--- src/rtl/lpc_pkg.sv ---
// Package for the low-power wait/stop controller: register map, fields, states, timing.
// Assumes a 50 MHz core clock and a 32-bit APB slave port.
package lpc_pkg;
  localparam int unsigned CLK_MHZ         = 50;
  localparam int unsigned OSC_DELAY_US    = 100;
  localparam int unsigned OSC_DELAY_CYC   = OSC_DELAY_US * CLK_MHZ;
  localparam int unsigned DLY_W           = 16;
  localparam logic [11:0] ADDR_CTRL       = 12'h000;
  localparam logic [11:0] ADDR_STAT       = 12'h004;
  localparam logic [11:0] ADDR_CNT        = 12'h008;
  localparam int unsigned CTRL_DLY_BIT    = 0;
  localparam int unsigned CTRL_WDOG_BIT   = 1;
  localparam int unsigned CTRL_SYNC_BIT   = 2;
  localparam int unsigned CTRL_TX_BIT     = 3;
  localparam int unsigned CTRL_RX_BIT     = 4;
  localparam logic [4:0]  CTRL_RESET      = 5'h01;
  localparam logic [7:0]  CCR_S_BIT       = 8'h80;
  localparam logic [7:0]  CCR_X_BIT       = 8'h40;
  localparam logic [7:0]  CCR_I_BIT       = 8'h10;
  localparam int unsigned SYNC_STAGES     = 3;

  typedef enum logic [2:0] {
    LPC_RUN      = 3'b000,
    LPC_STACK    = 3'b001,
    LPC_WAIT     = 3'b010,
    LPC_STOP     = 3'b011,
    LPC_OSC_WAIT = 3'b100,
    LPC_RESUME   = 3'b101
  } lpc_state_e;
endpackage : lpc_pkg

--- src/rtl/lpc_delay_if.sv ---
// Handshake bundle between the sequencer and the oscillator delay counter.
// Assumes both ends share clock_in.
`timescale 1ns/100ps
`default_nettype none
interface lpc_delay_if;
  logic start;
  logic done;
  modport ctrl (output start, input done);
  modport cnt  (input start, output done);
endinterface : lpc_delay_if
`default_nettype wire

--- src/rtl/lpc_delay_cnt.sv ---
// Oscillator stabilisation counter: loads on start, pulses done on expiry.
// Assumes start is a one-cycle pulse from the sequencer.
`timescale 1ns/100ps
`default_nettype none
module lpc_delay_cnt
  import lpc_pkg::*;
#(
  parameter int unsigned DELAY_CYC = OSC_DELAY_CYC
) (
  input  wire logic  clock_in,
  input  wire logic  rst_n_in,
  lpc_delay_if.cnt   dl,
  output logic [DLY_W-1:0] count_out
);
  logic [DLY_W-1:0] cnt_q;
  logic             busy_q;
  logic             done_q;

  always_ff @(posedge clock_in or negedge rst_n_in) begin
    if (!rst_n_in) begin
      cnt_q  <= '0;
      busy_q <= 1'b0;
      done_q <= 1'b0;
    end else begin
      done_q <= 1'b0;
      if (dl.start) begin
        cnt_q  <= DLY_W'(DELAY_CYC - 1);
        busy_q <= 1'b1;
      end else if (busy_q) begin
        if (cnt_q == '0) begin
          busy_q <= 1'b0;
          done_q <= 1'b1;
        end else begin
          cnt_q <= cnt_q - 1'b1;
        end
      end
    end
  end

  assign dl.done   = done_q;
  assign count_out = cnt_q;
endmodule : lpc_delay_cnt
`default_nettype wire

--- src/rtl/lpc_ctrl.sv ---
// Low-power wait/stop sequencer with APB control registers.
// Assumes the CPU core pulses the opcodes and supplies its condition codes.
// Functional notes
// - Wait opcode stacks registers, then suspends CPU until unmasked interrupt.
// - Oscillator keeps running during wait; CPU always halted.
// - While waiting, bus repeatedly reads the stacked condition-code address.
// - Any unmasked interrupt except a pending edge ends wait: pin level, nonmaskable pin, timer, serial.
// - Timer stops in wait only when I mask and watchdog disable set.
// - Serial and UART clocks in wait follow their own enable bits.
// - Stop opcode enters stop only with stop-disable bit clear, else no-op.
// - Stop halts all clocks including oscillator.
// - Low pin level, reset, or pending edge interrupt ends stop.
// - Stop keeps CPU state and pin levels; interrupt wake resumes normally.
// - Reset exit from stop runs the normal reset sequence.
// - Maskable pin wakes stop only when I mask clear.
// - Nonmaskable pin always wakes stop, wait only with X clear; X clear services, X set continues.
// - Stabilisation delay on stop exit unless delay-enable bit cleared.
// - Delay always after power-on reset, never after running reset.
// - RAM contents preserved through stop and wait.
// - Servicing sets I after stacking; nonmaskable sets X and I.
`timescale 1ns/100ps
`default_nettype none
module lpc_ctrl
  import lpc_pkg::*;
#(
  parameter int unsigned DELAY_CYC = OSC_DELAY_CYC
) (
  input  wire logic        clock_in,
  input  wire logic        rst_n_in,
  input  wire logic        por_in,
  input  wire logic        psel_in,
  input  wire logic        penable_in,
  input  wire logic        pwrite_in,
  input  wire logic [11:0] paddr_in,
  input  wire logic [31:0] pwdata_in,
  output logic [31:0]      prdata_out,
  output logic             pready_out,
  output logic             pslverr_out,
  input  wire logic        wait_for_interrupt_opcode_in,
  input  wire logic        stop_opcode_in,
  input  wire logic [7:0]  condition_code_register_in,
  input  wire logic        stack_done_in,
  input  wire logic [15:0] ccr_stack_addr_in,
  input  wire logic        maskable_int_n_in,
  input  wire logic        nonmaskable_int_pin_n_in,
  input  wire logic        edge_irq_pending_in,
  input  wire logic        internal_int_in,
  output logic             stack_req_out,
  output logic             cpu_halt_out,
  output logic             osc_enable_out,
  output logic             clocks_enable_out,
  output logic             timer_clk_en_out,
  output logic             sync_serial_clk_en_out,
  output logic             uart_tx_clk_en_out,
  output logic             uart_rx_clk_en_out,
  output logic             bus_read_out,
  output logic [15:0]      bus_addr_out,
  output logic             vector_fetch_out,
  output logic             skip_stack_out,
  output logic             set_i_out,
  output logic             set_x_out,
  output logic             pin_hold_out,
  output logic [2:0]       state_out
);
  lpc_state_e  st_q;
  lpc_delay_if dl ();
  logic [DLY_W-1:0] cnt_w;
  logic [4:0]  ctrl_q;
  logic [SYNC_STAGES-1:0] irq_s_q;
  logic [SYNC_STAGES-1:0] nonmaskable_int_pin_s_q;
  logic        irq_lo_q;
  logic        nonmaskable_int_pin_lo_q;
  logic        por_q;
  logic        boot_q;
  logic        stop_mem_q;
  logic        from_wait_q;
  logic        xserv_q;
  logic        start_q;
  logic [31:0] rdata_q;

  function automatic logic agree_low(input logic [SYNC_STAGES-1:0] s);
    agree_low = (s[1] == s[2]) ? !s[2] : 1'b0;
  endfunction : agree_low

  // Three-stage pin synchronisers; only stages two and three are compared
  always_ff @(posedge clock_in or negedge rst_n_in) begin
    if (!rst_n_in) begin
      irq_s_q   <= '1;
      nonmaskable_int_pin_s_q  <= '1;
      irq_lo_q  <= 1'b0;
      nonmaskable_int_pin_lo_q <= 1'b0;
    end else begin
      irq_s_q   <= {irq_s_q[1:0], maskable_int_n_in};
      nonmaskable_int_pin_s_q  <= {nonmaskable_int_pin_s_q[1:0], nonmaskable_int_pin_n_in};
      if (irq_s_q[1] == irq_s_q[2])
        irq_lo_q <= agree_low(irq_s_q);
      if (nonmaskable_int_pin_s_q[1] == nonmaskable_int_pin_s_q[2])
        nonmaskable_int_pin_lo_q <= agree_low(nonmaskable_int_pin_s_q);
    end
  end

  logic i_mask;
  logic x_mask;
  logic wait_wake;
  logic stop_wake;
  assign i_mask = |(condition_code_register_in & CCR_I_BIT);
  assign x_mask = |(condition_code_register_in & CCR_X_BIT);
  assign wait_wake = ((irq_lo_q || internal_int_in) && !i_mask) || (nonmaskable_int_pin_lo_q && !x_mask);
  assign stop_wake = (irq_lo_q && !i_mask) || (edge_irq_pending_in && !i_mask) || nonmaskable_int_pin_lo_q;

  // Reset-delay flag: a reset that must wait for the oscillator, cleared once served
  always_ff @(posedge clock_in or negedge rst_n_in) begin
    if (!rst_n_in)
      por_q <= 1'b0;
    else if (boot_q && (por_in || stop_mem_q))
      por_q <= 1'b1;
    else if (dl.done)
      por_q <= 1'b0;
  end

  // APB register file; zero wait states
  logic wr_en;
  logic rd_en;
  assign wr_en = psel_in && penable_in && pwrite_in;
  assign rd_en = psel_in && !penable_in && !pwrite_in;
  assign pready_out = 1'b1;
  assign pslverr_out = psel_in && penable_in &&
                       !(paddr_in == ADDR_CTRL || paddr_in == ADDR_STAT || paddr_in == ADDR_CNT);

  always_ff @(posedge clock_in or negedge rst_n_in) begin
    if (!rst_n_in)
      ctrl_q <= CTRL_RESET;
    else if (wr_en && paddr_in == ADDR_CTRL)
      ctrl_q <= pwdata_in[4:0];
  end

  always_ff @(posedge clock_in or negedge rst_n_in) begin
    if (!rst_n_in)
      rdata_q <= '0;
    else if (rd_en) begin
      case (paddr_in)
        ADDR_CTRL: rdata_q <= {27'h0, ctrl_q};
        ADDR_STAT: rdata_q <= {28'h0000000, por_q, st_q};
        ADDR_CNT:  rdata_q <= {16'h0000, cnt_w};
        default:   rdata_q <= '0;
      endcase
    end
  end
  assign prdata_out = rdata_q;

  // Sequencer
  always_ff @(posedge clock_in or negedge rst_n_in) begin
    if (!rst_n_in) begin
      st_q        <= LPC_OSC_WAIT;
      from_wait_q <= 1'b0;
      xserv_q     <= 1'b0;
      start_q     <= 1'b0;
      boot_q      <= 1'b1;
    end else begin
      start_q <= 1'b0;
      boot_q  <= 1'b0;
      case (st_q)
        LPC_RUN: begin
          from_wait_q <= 1'b0;
          xserv_q     <= 1'b0;
          if (wait_for_interrupt_opcode_in)
            st_q <= LPC_STACK;
          else if (stop_opcode_in && !(|(condition_code_register_in & CCR_S_BIT)))
            st_q <= LPC_STOP;
        end
        LPC_STACK: if (stack_done_in) st_q <= LPC_WAIT;
        LPC_WAIT: begin
          if (wait_wake) begin
            st_q        <= LPC_RESUME;
            from_wait_q <= 1'b1;
            xserv_q     <= nonmaskable_int_pin_lo_q && !x_mask;
          end
        end
        LPC_STOP: begin
          if (stop_wake) begin
            xserv_q <= nonmaskable_int_pin_lo_q && !x_mask;
            if (ctrl_q[CTRL_DLY_BIT]) begin
              st_q    <= LPC_OSC_WAIT;
              start_q <= 1'b1;
            end else
              st_q <= LPC_RESUME;
          end
        end
        LPC_OSC_WAIT: begin
          if (boot_q) begin
            // delay after power-on or a reset out of stop only
            if (por_in || stop_mem_q)
              start_q <= 1'b1;
            else
              st_q <= LPC_RUN;
          end else if (dl.done)
            st_q <= (por_q || !stop_wake) ? LPC_RUN : LPC_RESUME;
        end
        LPC_RESUME: st_q <= LPC_RUN;
        default: st_q <= LPC_RUN;
      endcase
    end
  end

  assign dl.start = start_q;

  lpc_delay_cnt #(
    .DELAY_CYC (DELAY_CYC)
  ) u_dly (
    .clock_in  (clock_in),
    .rst_n_in  (rst_n_in),
    .dl        (dl),
    .count_out (cnt_w)
  );

  logic in_wait;
  logic in_stop;
  assign in_wait = (st_q == LPC_WAIT);
  assign in_stop = (st_q == LPC_STOP) || (st_q == LPC_OSC_WAIT);

  // Held while in reset: a reset out of stop still owes the oscillator delay
  always_ff @(posedge clock_in) begin
    if (rst_n_in)
      stop_mem_q <= in_stop;
  end

  // halt CPU, oscillator on in wait
  assign cpu_halt_out      = (st_q != LPC_RUN);
  assign stack_req_out     = (st_q == LPC_STACK);
  // oscillator and clocks off in stop; RAM keeps supply
  assign osc_enable_out    = (st_q != LPC_STOP);
  assign clocks_enable_out = !in_stop;
  assign timer_clk_en_out  = !in_stop && !(in_wait && i_mask && ctrl_q[CTRL_WDOG_BIT]);
  assign sync_serial_clk_en_out = !in_stop && (!in_wait || ctrl_q[CTRL_SYNC_BIT]);
  assign uart_tx_clk_en_out     = !in_stop && (!in_wait || ctrl_q[CTRL_TX_BIT]);
  assign uart_rx_clk_en_out     = !in_stop && (!in_wait || ctrl_q[CTRL_RX_BIT]);
  assign bus_read_out  = in_wait;
  assign bus_addr_out  = in_wait ? ccr_stack_addr_in : 16'h0000;
  // pins frozen in stop and oscillator wait, which rst_n_in low also loads
  assign pin_hold_out  = in_stop;
  assign vector_fetch_out = (st_q == LPC_RESUME) && (from_wait_q || xserv_q
                            || (!i_mask && (irq_lo_q || edge_irq_pending_in)));
  assign skip_stack_out   = (st_q == LPC_RESUME) && from_wait_q;
  assign set_i_out        = vector_fetch_out;
  assign set_x_out        = vector_fetch_out && xserv_q;
  assign state_out        = st_q;

  stop_nop_a: assert property (@(posedge clock_in) disable iff (!rst_n_in)
    (st_q == LPC_RUN && stop_opcode_in && !wait_for_interrupt_opcode_in && !por_in
     && |(condition_code_register_in & CCR_S_BIT)) |=> st_q != LPC_STOP)
    else $error("stop entered with S set");
  stop_osc_a: assert property (@(posedge clock_in) disable iff (!rst_n_in)
    st_q == LPC_STOP |-> !osc_enable_out && !clocks_enable_out)
    else $error("clocks running in stop");
  wait_osc_a: assert property (@(posedge clock_in) disable iff (!rst_n_in)
    in_wait |-> osc_enable_out && cpu_halt_out)
    else $error("oscillator off in wait");
  wait_read_a: assert property (@(posedge clock_in) disable iff (!rst_n_in)
    in_wait |-> bus_read_out && bus_addr_out == ccr_stack_addr_in)
    else $error("no dummy read in wait");
  timer_gate_a: assert property (@(posedge clock_in) disable iff (!rst_n_in)
    (in_wait && !i_mask) |-> timer_clk_en_out)
    else $error("timer stopped while I clear");
  wait_exit_a: assert property (@(posedge clock_in) disable iff (!rst_n_in)
    (in_wait && wait_wake) |=> st_q == LPC_RESUME ##1 st_q == LPC_RUN)
    else $error("wait not left on interrupt");
  irq_mask_a: assert property (@(posedge clock_in) disable iff (!rst_n_in)
    (st_q == LPC_STOP && i_mask && !nonmaskable_int_pin_lo_q) |=> st_q == LPC_STOP)
    else $error("masked pin woke stop");
  dly_skip_a: assert property (@(posedge clock_in) disable iff (!rst_n_in)
    (st_q == LPC_STOP && stop_wake && !ctrl_q[CTRL_DLY_BIT]) |=> st_q == LPC_RESUME)
    else $error("delay applied while disabled");
  stack_first_a: assert property (@(posedge clock_in) disable iff (!rst_n_in)
    $rose(in_wait) |-> $past(st_q) == LPC_STACK)
    else $error("wait without stacking");
  por_dly_a: assert property (@(posedge clock_in) disable iff (!rst_n_in)
    (boot_q && por_in) |=> start_q && st_q == LPC_OSC_WAIT)
    else $error("no delay after power-on");
  run_rst_a: assert property (@(posedge clock_in) disable iff (!rst_n_in)
    (boot_q && !por_in && !stop_mem_q) |=> st_q == LPC_RUN)
    else $error("delay after running reset");
  serial_gate_a: assert property (@(posedge clock_in) disable iff (!rst_n_in)
    in_wait |-> uart_tx_clk_en_out == ctrl_q[CTRL_TX_BIT]
      && uart_rx_clk_en_out == ctrl_q[CTRL_RX_BIT])
    else $error("serial clock not per enable in wait");
  nmi_flags_a: assert property (@(posedge clock_in) disable iff (!rst_n_in)
    set_x_out |-> set_i_out)
    else $error("X set without I");
  cv_boot: cover property (@(posedge clock_in) disable iff (!rst_n_in) boot_q && stop_mem_q);
  cv_wait: cover property (@(posedge clock_in) disable iff (!rst_n_in) in_wait ##1 !in_wait);
  cv_stop: cover property (@(posedge clock_in) disable iff (!rst_n_in)
    st_q == LPC_STOP ##1 st_q == LPC_OSC_WAIT);
  cv_fast: cover property (@(posedge clock_in) disable iff (!rst_n_in)
    st_q == LPC_STOP ##1 st_q == LPC_RESUME);
endmodule : lpc_ctrl
`default_nettype wire

--- config.mk ---
export PLATFORM = sky130hd
export DESIGN_NAME = lpc_ctrl
export DESIGN_NICKNAME = d
export VERILOG_FILES = /design/src/rtl/lpc_pkg.sv /design/src/rtl/lpc_delay_if.sv /design/src/rtl/lpc_delay_cnt.sv /design/src/rtl/lpc_ctrl.sv
export SDC_FILE = /design/constraint.sdc
export NUM_CORES = 1
export LEC_CHECK = 0
export BUFFER_PORTS_ARGS = -buffer_cell sky130_fd_sc_hd__buf_2
export CAP_MARGIN = 20
export CORE_ASPECT_RATIO = 2
export CORE_MARGIN = 2
export CORE_UTILIZATION = 47
export DETAILED_ROUTE_END_ITERATION = 12
export PLACE_DENSITY_LB_ADDON = 0.1
export SLEW_MARGIN = 0
export SYNTH_ARGS = -nofsm -noshare
export SYNTH_HDL_FRONTEND = slang
export SYNTH_HIERARCHICAL = 1
export SYNTH_SLANG_ARGS = --single-unit
--- constraint.sdc ---
create_clock -name clock_in -period 2.2 [get_ports clock_in]
set_input_delay 0.22 -clock clock_in [delete_from_list [all_inputs] [get_ports clock_in]]
set_output_delay 0.22 -clock clock_in [all_outputs]
set_load 0.02 [all_outputs]
Word level (Yosys, flattened, before mapping)
Cells that the tools add are included.

storage, ports and cells
  input port bits = 81
  register bits after elaboration = 72
  output and inout port bits = 67

operators by class
  eq/ne operators = 17
  reductions and logical operators = 61
  $add $sub $neg = 1
  multiplexer cells = 34

operators with widths
  kind                                                    count
  2-to-1 mux 16 bit                                       4
  case mux 16 bit (3 select lines)                        1
  2-to-1 mux 3 bit                                        9
  logical AND 1 bit                                       22
  logical NOT 16 bit                                      1
  2-to-1 mux 1 bit                                        16
  subtractor 16 x 1 -> 16 bit (second input constant)     1
  logical OR 1 bit                                        15
  case mux 3 bit (5 select lines)                         1
  == test 12 x 3 -> 1 bit (second input constant)         1
  == test 12 x 4 -> 1 bit (second input constant)         1
  logical NOT 1 bit                                       12
  logical NOT 12 bit                                      1
  inequality test 2 bit (second input constant)           4
  == test 3 x 2 -> 1 bit (second input constant)          2
  == test 3 bit (second input constant)                   2
  inequality test 3 x 2 -> 1 bit (second input constant)  2
  inequality test 3 bit (second input constant)           2
  AND reduction 6 bit                                     1
  nonzero test 2 bit                                      3
  nonzero test 3 bit                                      2
  case mux 1 bit (2 select lines)                         2
  AND reduction 2 bit                                     2
  == test 3 x 1 -> 1 bit (second input constant)          1
  4 further kinds                                         5

Depth between registers and ports, before layout
Gate-level depths: netlist of the first run.

  depth in word-level cells = 10
  mapped depth = 6
  mapped depth without buffers = 6

Hierarchy
Netlist of the first run, hierarchy kept.

modules (own cells, without submodules)
  module         area an instance (µm²)  times used  cells each  seq. area each (µm²)
  lpc_ctrl       1974.4                  1           192         967.2
  lpc_delay_cnt  1094.8                  1           112         450.4

Worst setup path after synthesis of the first run
No wires, ideal clock.

  path kind = flip-flop to output port
  start = reg st_q[2], in the netlist state_out[2]
  end = out timer_clk_en_out
  stages on the path, launching flop included = 5
  arrival = 1.712 ns
  buffers on the path = 0
  slack = 0.268 ns
  cells stage by stage = dfstp_2 -> inv_1 -> nand3_1 -> nand2_1 -> a31oi_1

on the way
  elaborated cells on any way between the ends = 9
  those cells by class = 3 x eq/ne; 6 x reduce/logical

RTL lines
  what                                                     line             text
  from (decl)                                              lpc_ctrl.sv:65   lpc_state_e st_q;
  from (signal assigned)                                   lpc_ctrl.sv:197  st_q <= (por_q || !stop_wake) ? LPC_RUN : LPC_RESUME;
  == test 3 x 2 -> 1 bit or == test 3 bit (tied branches)  lpc_ctrl.sv:219  assign in_stop = (st_q == LPC_STOP) || (st_q == LPC_OSC_WAIT);
  logical OR 1 bit (*)                                     lpc_ctrl.sv:219
  named net pin_hold_out                                   lpc_ctrl.sv:62   output logic pin_hold_out,
  logical NOT 1 bit (*)                                    lpc_ctrl.sv:233  assign timer_clk_en_out = !in_stop && !(in_wait && i_mask && ctrl_q[CTRL_WDOG_BIT]);
  logical AND 1 bit (*)                                    lpc_ctrl.sv:233
  to (decl)                                                lpc_ctrl.sv:52   output logic timer_clk_en_out,

Mark *: on every way through the listed nets, which the timed path passes. The rest lies on a longest branch.

Final worst setup path of the first run
  start = reg st_q[2], in the netlist state_out[2]
  end = out uart_rx_clk_en_out

on the way
  longest elaborated chain between the ends = 4
  elaborated cells on any way between the ends = 8
  those cells by class = 3 x eq/ne; 5 x reduce/logical

RTL lines
  what                                                   line                              text
  == test 3 x 2 -> 1 bit (tied with other cells)         lpc_ctrl.sv:219
  logical OR 1 bit or logical NOT 1 bit (tied branches)  lpc_ctrl.sv:219, lpc_ctrl.sv:236
  logical NOT 1 bit or logical OR 1 bit (tied branches)  lpc_ctrl.sv:236                   assign uart_rx_clk_en_out = !in_stop && (!in_wait || ctrl_q[CTRL_RX_BIT]);
  logical AND 1 bit (*)                                  lpc_ctrl.sv:236
  to (decl)                                              lpc_ctrl.sv:55                    output logic uart_rx_clk_en_out,

Every way passes the cells marked *; elsewhere a longest branch is shown, timed or not.

==> impl_metrics.ini, run 1 <==
[status]
status = complete, no violations

[power_and_ir_drop]
static-leakage-power_uw = 0.00187
power_uw = 3980
peakVddDrop_mv = 0.627
powerDensity_mw_per_mm2 = 1070

[cts]
clock_tree.htree_level_count = 2
cts.path.max_buffers = 2
cts.sink_count = 56
clkSlewWorstSetupHoldPaths_ps = 70
num_cts_buffers = 5
worstSkewPairLatency_ps = 300
holdBufCountCts = 0
tritoncts_clock_tree = built
cts_root_buf = clkbuf_16

[placed_design]
hpwl_um = 5410
dpl_cell_area_mm2 = 0.00355
globalplace.congestion = 0.891
numPortBuffers = 98

[cells_and_area]
layout-drive-gt1-share_pct = 36.8
design.final.nets = 483
finish.utilization_pct = 59.0
postLayoutCellArea_mm2 = 0.00372
layout_commonest_cell = buf_2
antenna_cells_inserted = 0
layout_common_cells = buf_2 (98), dfrtp_1 (46), nor2_1 (27), nand2_1 (20)
n_fill_cell = 587
area.growth.synth_to_final_pct = 21.2

[critical_path]
critical-path-slowest-cell = dfstp_2
critical_path_max_stage_delay_ps = 610
critical_path.max_fanout = 8
timing.reg2reg.setup_slack_ps = 200
timing.critical_path.cells = or3b_2, nand2_2, nor2_1, buf_2
crit-reg2reg-capture = u_dly/count_out[13]
critPathArrivalTime_ps = 1840
crit_required_ps = 1980
reg2regPathDepth = 4
path_class = register to output pin
endpoint_kind = output pin
ff_to_ff_start = u_dly/count_out[2]
setup.worst_path.start_class = register

[timing]
period_share_pct = 93.6
timing.max_slew.rel_slack_pct = 54.3
hold_viol_final = 0
tightest_slew_ps = 684
final.setup_skew_ps = 3.00
fin_tns_setup_ps = 0
timing.hold.ws_ps = 23.7
report.final.slew_viol_count = 0
rsz0062_at_grt = false
fmax_ghz = 0.485
minimum_period_implied_by_the_final_worst_setup_slack_ps = 2060
report.final.setup_viol = 0

[worst_hold_path]
hold_depth = 1
min-delay-start = maskable_int_n_in
hold_path.class = primary input to register
worst_hold_path.endpoint = irq_s_q[0]

[global_routing]
grt_first_pass_wirelength_um = 11300
antenna_found_initial = 0
grt_usage_pct = 20.4
pin_count_of_the_biggest_net_entering_global_routing = 56
first_global_vias = 2412
grt_overflow_total = 0

[synth]
synthesis.area_mm2 = 0.00307
synth_cell_type_count = 55
synthesized_area_fraction_occupied_by_and_or_nand_nor_cells_pct = 23.0
synth_top_flop_cell = dfrtp_1
syn-mean-instance-area_um2 = 10.1
synth_seq_area_share_pct = 46.2
post_synth_mux_area_share_pct = 7.50
yosys_warnings = 6
synth_top_family_by_area = simple AND/OR/NAND/NOR gates
synth_compound_area_share_pct = 14.7
synth_top_area_share_pct = 37.5
netlist.top_cell.by_area = dfrtp_1
share_of_synthesized_registers_carrying_an_async_set_or_reset_pct = 98.2
share_of_synthesized_cell_area_in_full_adder_half_adder_and_majority_cells_pct = 0.408
synth_xor_xnor_area_share_pct = 0
synth_enable_flop_cells = 1
ys_ff_latch = 56
netlist_instances = 304
synth_top_cells_by_area = dfrtp_1 (38%), dfstp_2 (7.7%), buf_4 (4.9%)

[die]
die_y_um = 118
i_o_pin_total = 148
die_area_mm2 = 0.00723
initial_core_utilization_pct = 48.6
core_area_mm2 = 0.00631
chipWidth_um = 61.1
num_rows = 41

[route]
drt.antenna.violating_nets = 0
drt_first_iter_violations = 101
postRouteWirelength_um = 7170
drcViolationCount = 0
detailroute.via_count = 2528
firstDrtPassIters = 4
wl_per_cell_um = 14.7
detail_route.vias_per_cell = 5.18

[run]
max-cap-violations = 0
layout make-up:
class                      count  area [um^2]  area share, %
tap                           86          108           2.89
multi-input combinational    223         1470           39.6
timing repair inverter         1         7.51          0.202
sequential                    56         1420           38.1
clock buffer                   6          139           3.73
inverter                      13         52.6           1.41
clock inverter                 2         10.0          0.269
timing repair buffer         101          513           13.8
per-layer routing:
| metal | GRT usage, % | part of all wire [%] |
|---|---|---|
| met1 | 23.2 | 38 |
| met2 | 35.3 | 55 |
| met3 | 3.28 | 3.7 |
| met4 | 9.10 | 2.7 |
| met5 | 0 | 0 |
worst max-delay path by stage:
stage                             startpoint                  end  depth (start not counted)
after floorplan                 state_out[2]     timer_clk_en_out                          4
final                           state_out[2]   uart_rx_clk_en_out                          4
after detailed placement  u_dly/count_out[2]  u_dly/count_out[13]                          4
after global placement    u_dly/count_out[4]  u_dly/count_out[13]                          4
after CTS                       state_out[2]   uart_rx_clk_en_out                          4
after global routing            state_out[2]     timer_clk_en_out                          5
metrics by stage:
stage,setup slack [ps],cells
floorplan,268,320
global placement,308,478
detailed placement,250,478
CTS,21.6,486
global route,37.0,488
finish,140,488
what timing repair did:
action | in CTS | in global routing
setup buffers | 0 | 1
endpoints found under the setup margin | 16 | 21
gates cloned | 0 | 1
gates resized for setup | 1 | 3
flip-flops by register name (all words and copies together) (netlist names):
signal and cells:
state_out 3, u_dly/count_out 16, irq_lo_q 1, xserv_q 1
u_dly/busy_q 1, por_q 1, dl.start 1, boot_q 1
prdata_out 16, stop_mem_q 1, from_wait_q 1, nonmaskable_int_pin_lo_q 1
ctrl_q 5, u_dly/dl.done 1, nonmaskable_int_pin_s_q 3, irq_s_q 3
worst max-delay path: cells and delay by family, from the launching register on:
| kind | cells | cell delay, ps |
|---|---|---|
| and+or+nand+nor | 3 | 780 |
| buffers and inverters | 1 | 160 |
| DFF | 1 | 610 |
cells by family after synthesis:
logic type,after synthesis
muxes,21
adders and majority gates,1
other,2
buffers and inverters,41
AOI/OAI and AO/OA,62
DFF,56
and+or+nand+nor,121
where the power goes:
part	leakage [uW]	switching, uW	internal [uW]
Combinational	0.00109	958	643
Sequential	0.000699	319	1240
Clock	0.0000766	365	450
cells in the mapped netlist (2+ instances only):
library cell	instances
dfrtp_1	46
nor2_1	27
nand2_1	21
buf_4	20
and2_1	18
a22o_1	17
o21ai_0	14
inv_1	13
nor2b_1	12
a21oi_1	11
mux2i_1	11
dfstp_2	9
mux2_2	7
clkbuf_1	6
nand3_1	5
nor4_1	5
and3_1	4
or3_1	4
a211o_1	3
a31oi_1	3
nand2b_1	3
nor3_1	3
a2111oi_2	2
a21o_1	2
buf_6	2
conb_1	2
mux2_4	2
nand4b_1	2
nor4_2	2
or2_2	2
or3b_2	2
No activity file was read; power rests on OpenSTA's default activity.
==> run 2: changes to the inputs <==
- CORE_UTILIZATION: 47 -> 42
- clock period: 2.2 -> 1.7 ns (I/O delays scaled with it)
==> run 2 against run 1 <==
Net effect: the run now ends with negative setup slack left; flip-flop and latch count unchanged; highest routed layer unchanged; sequential share of layout area decreased by 8.2 points; worst hold slack improved by 86 ps; total power is 75% higher; clock skew up 1.2 ps; first-iteration DRC count increased by 100%; via count rose by 10%; clock-buffer cell count increased by 1; design area grew 28%; non-clock buffer count rose by 56; critical path depth is 3 higher.
==> impl_metrics.ini, run 2 (same netlist as run 1, synthesis figures left out) <==
[cts]
worstSkewPairLatency_ps = 290
cts.path.max_buffers = 2
num_cts_buffers = 5
tritoncts_clock_tree = built
cts.sink_count = 56
clock_tree.htree_level_count = 2
cts_root_buf = clkbuf_16
clkSlewWorstSetupHoldPaths_ps = 70

[cells_and_area]
finish.utilization_pct = 66.4
design.final.nets = 540
layout_common_cells = buf_2 (77), buf_4 (50), dfrtp_1 (43), buf_6 (25), nor2_1 (20)
layout_commonest_cell = buf_2
layout-drive-gt1-share_pct = 56.0
antenna_cells_inserted = 0
area.growth.synth_to_final_pct = 54.8

[timing]
period_share_pct = 107
fin_ws_ps = -123
report.final.setup_viol = 32
hold_viol_final = 0
report.final.slew_viol_count = 0
fin_tns_setup_ps = -2380
fmax_ghz = 0.548
final.setup_skew_ps = 4.15
timing.hold.ws_ps = 110
rsz0062_at_grt = true
minimum_period_implied_by_the_final_worst_setup_slack_ps = 1820

[critical_path]
crit_required_ps = 1530
critical_path.max_fanout = 6
path_class = register to output pin
endpoint_kind = output pin
critPathArrivalTime_ps = 1650
setup.worst_path.start_class = register
ff_to_ff_start = u_dly/count_out[5]
crit_start = state_out[2]

[route]
wl_per_cell_um = 14.4
detail_route.vias_per_cell = 5.06
drt_first_iter_violations = 206
drt.antenna.violating_nets = 0
postRouteWirelength_um = 7960
detailroute.via_count = 2786
firstDrtPassIters = 4
drcViolationCount = 0

[status]
status = complete, but fails checks
failed_checks = negative setup slack

[die]
die_area_mm2 = 0.00805
chipWidth_um = 64.4
core_area_mm2 = 0.00716
die_y_um = 125
initial_core_utilization_pct = 42.9
num_rows = 44
i_o_pin_total = 148

[global_routing]
first_global_vias = 2631
antenna_found_initial = 0
grt_usage_pct = 19.9
grt_first_pass_wirelength_um = 12600
grt_overflow_total = 0
pin_count_of_the_biggest_net_entering_global_routing = 52

[placed_design]
globalplace.congestion = 0.823
numPortBuffers = 98
place_worst_setup_slack_ps = -42.3
hpwl_um = 5590

[run]
max-cap-violations = 0

[power_and_ir_drop]
powerDensity_mw_per_mm2 = 1460
static-leakage-power_uw = 0.00225
peakVddDrop_mv = 0.972
power_uw = 6940

[worst_hold_path]
hold_path.class = primary input to register
min-delay-start = pwdata_in[1]
[run 2: cell type report]
type	instances	area (um^2)
fillers	584	2410
multi-input cells	223	1850
flip-flops and latches	56	1420
repair buffers	157	1110
clock buffers	7	153
well taps	92	115
inverters	13	55.1
clock inverters	1	30.0
repair inverters	2	15.0
[run 2: repair_timing]
item	4_1_cts	5_1_grt
endpoints found under the hold margin	6	0
pin swaps	14	24
gates resized for setup	64	60
hold buffers	3	0
gates cloned	2	0
endpoints found under the setup margin	32	48
buffers inserted	9	5
[run 2: where the power goes]
| group | total (uW) | switching, uW | internal (uW) |
|---|---|---|---|
| sequential | 1880 | 267 | 1620 |
| clock | 1230 | 459 | 776 |
| combinational | 3830 | 1960 | 1860 |
[run 2: worst paths after layout]
path                                         endpoint  slack (ps)  cells past startpoint
max in group asynchronous                  irq_s_q[0]         870                      3
min                                         ctrl_q[1]         110                      2
max                                  vector_fetch_out        -120                      7
min in group asynchronous                state_out[0]         250                      2
max reg2reg                        u_dly/count_out[3]         -20                      5
min reg2reg                nonmaskable_int_pin_s_q[1]         360                      0
[run 2: through the flow]
| step | cell area, um^2 | cells |
|---|---|---|
| floorplan | 3190 | 320 |
| global placement | 3930 | 525 |
| detailed placement | 3930 | 525 |
| CTS | 4430 | 547 |
| global route | 4750 | 551 |
| finish | 4750 | 551 |
[run 2: critical path, cell delays in order, from the launching register on]
cell and delay [ps]:
dfstp_2 550, buf_4 120, buf_6 100, inv_4 50
nor2_4 150, nand2_2 90, a21oi_4 150, buf_6 140
[run 2: per-layer routing]
metal / track usage [%] / part of all wire, % / vias to the layer above
li1: - / - / 1343
met2: 33.1 / 50 / 92
met1: 26.2 / 43 / 1341
met4: 4.88 / 1.2 / 0
met5: 0 / 0 / -
met3: 4.16 / 5.5 / 10
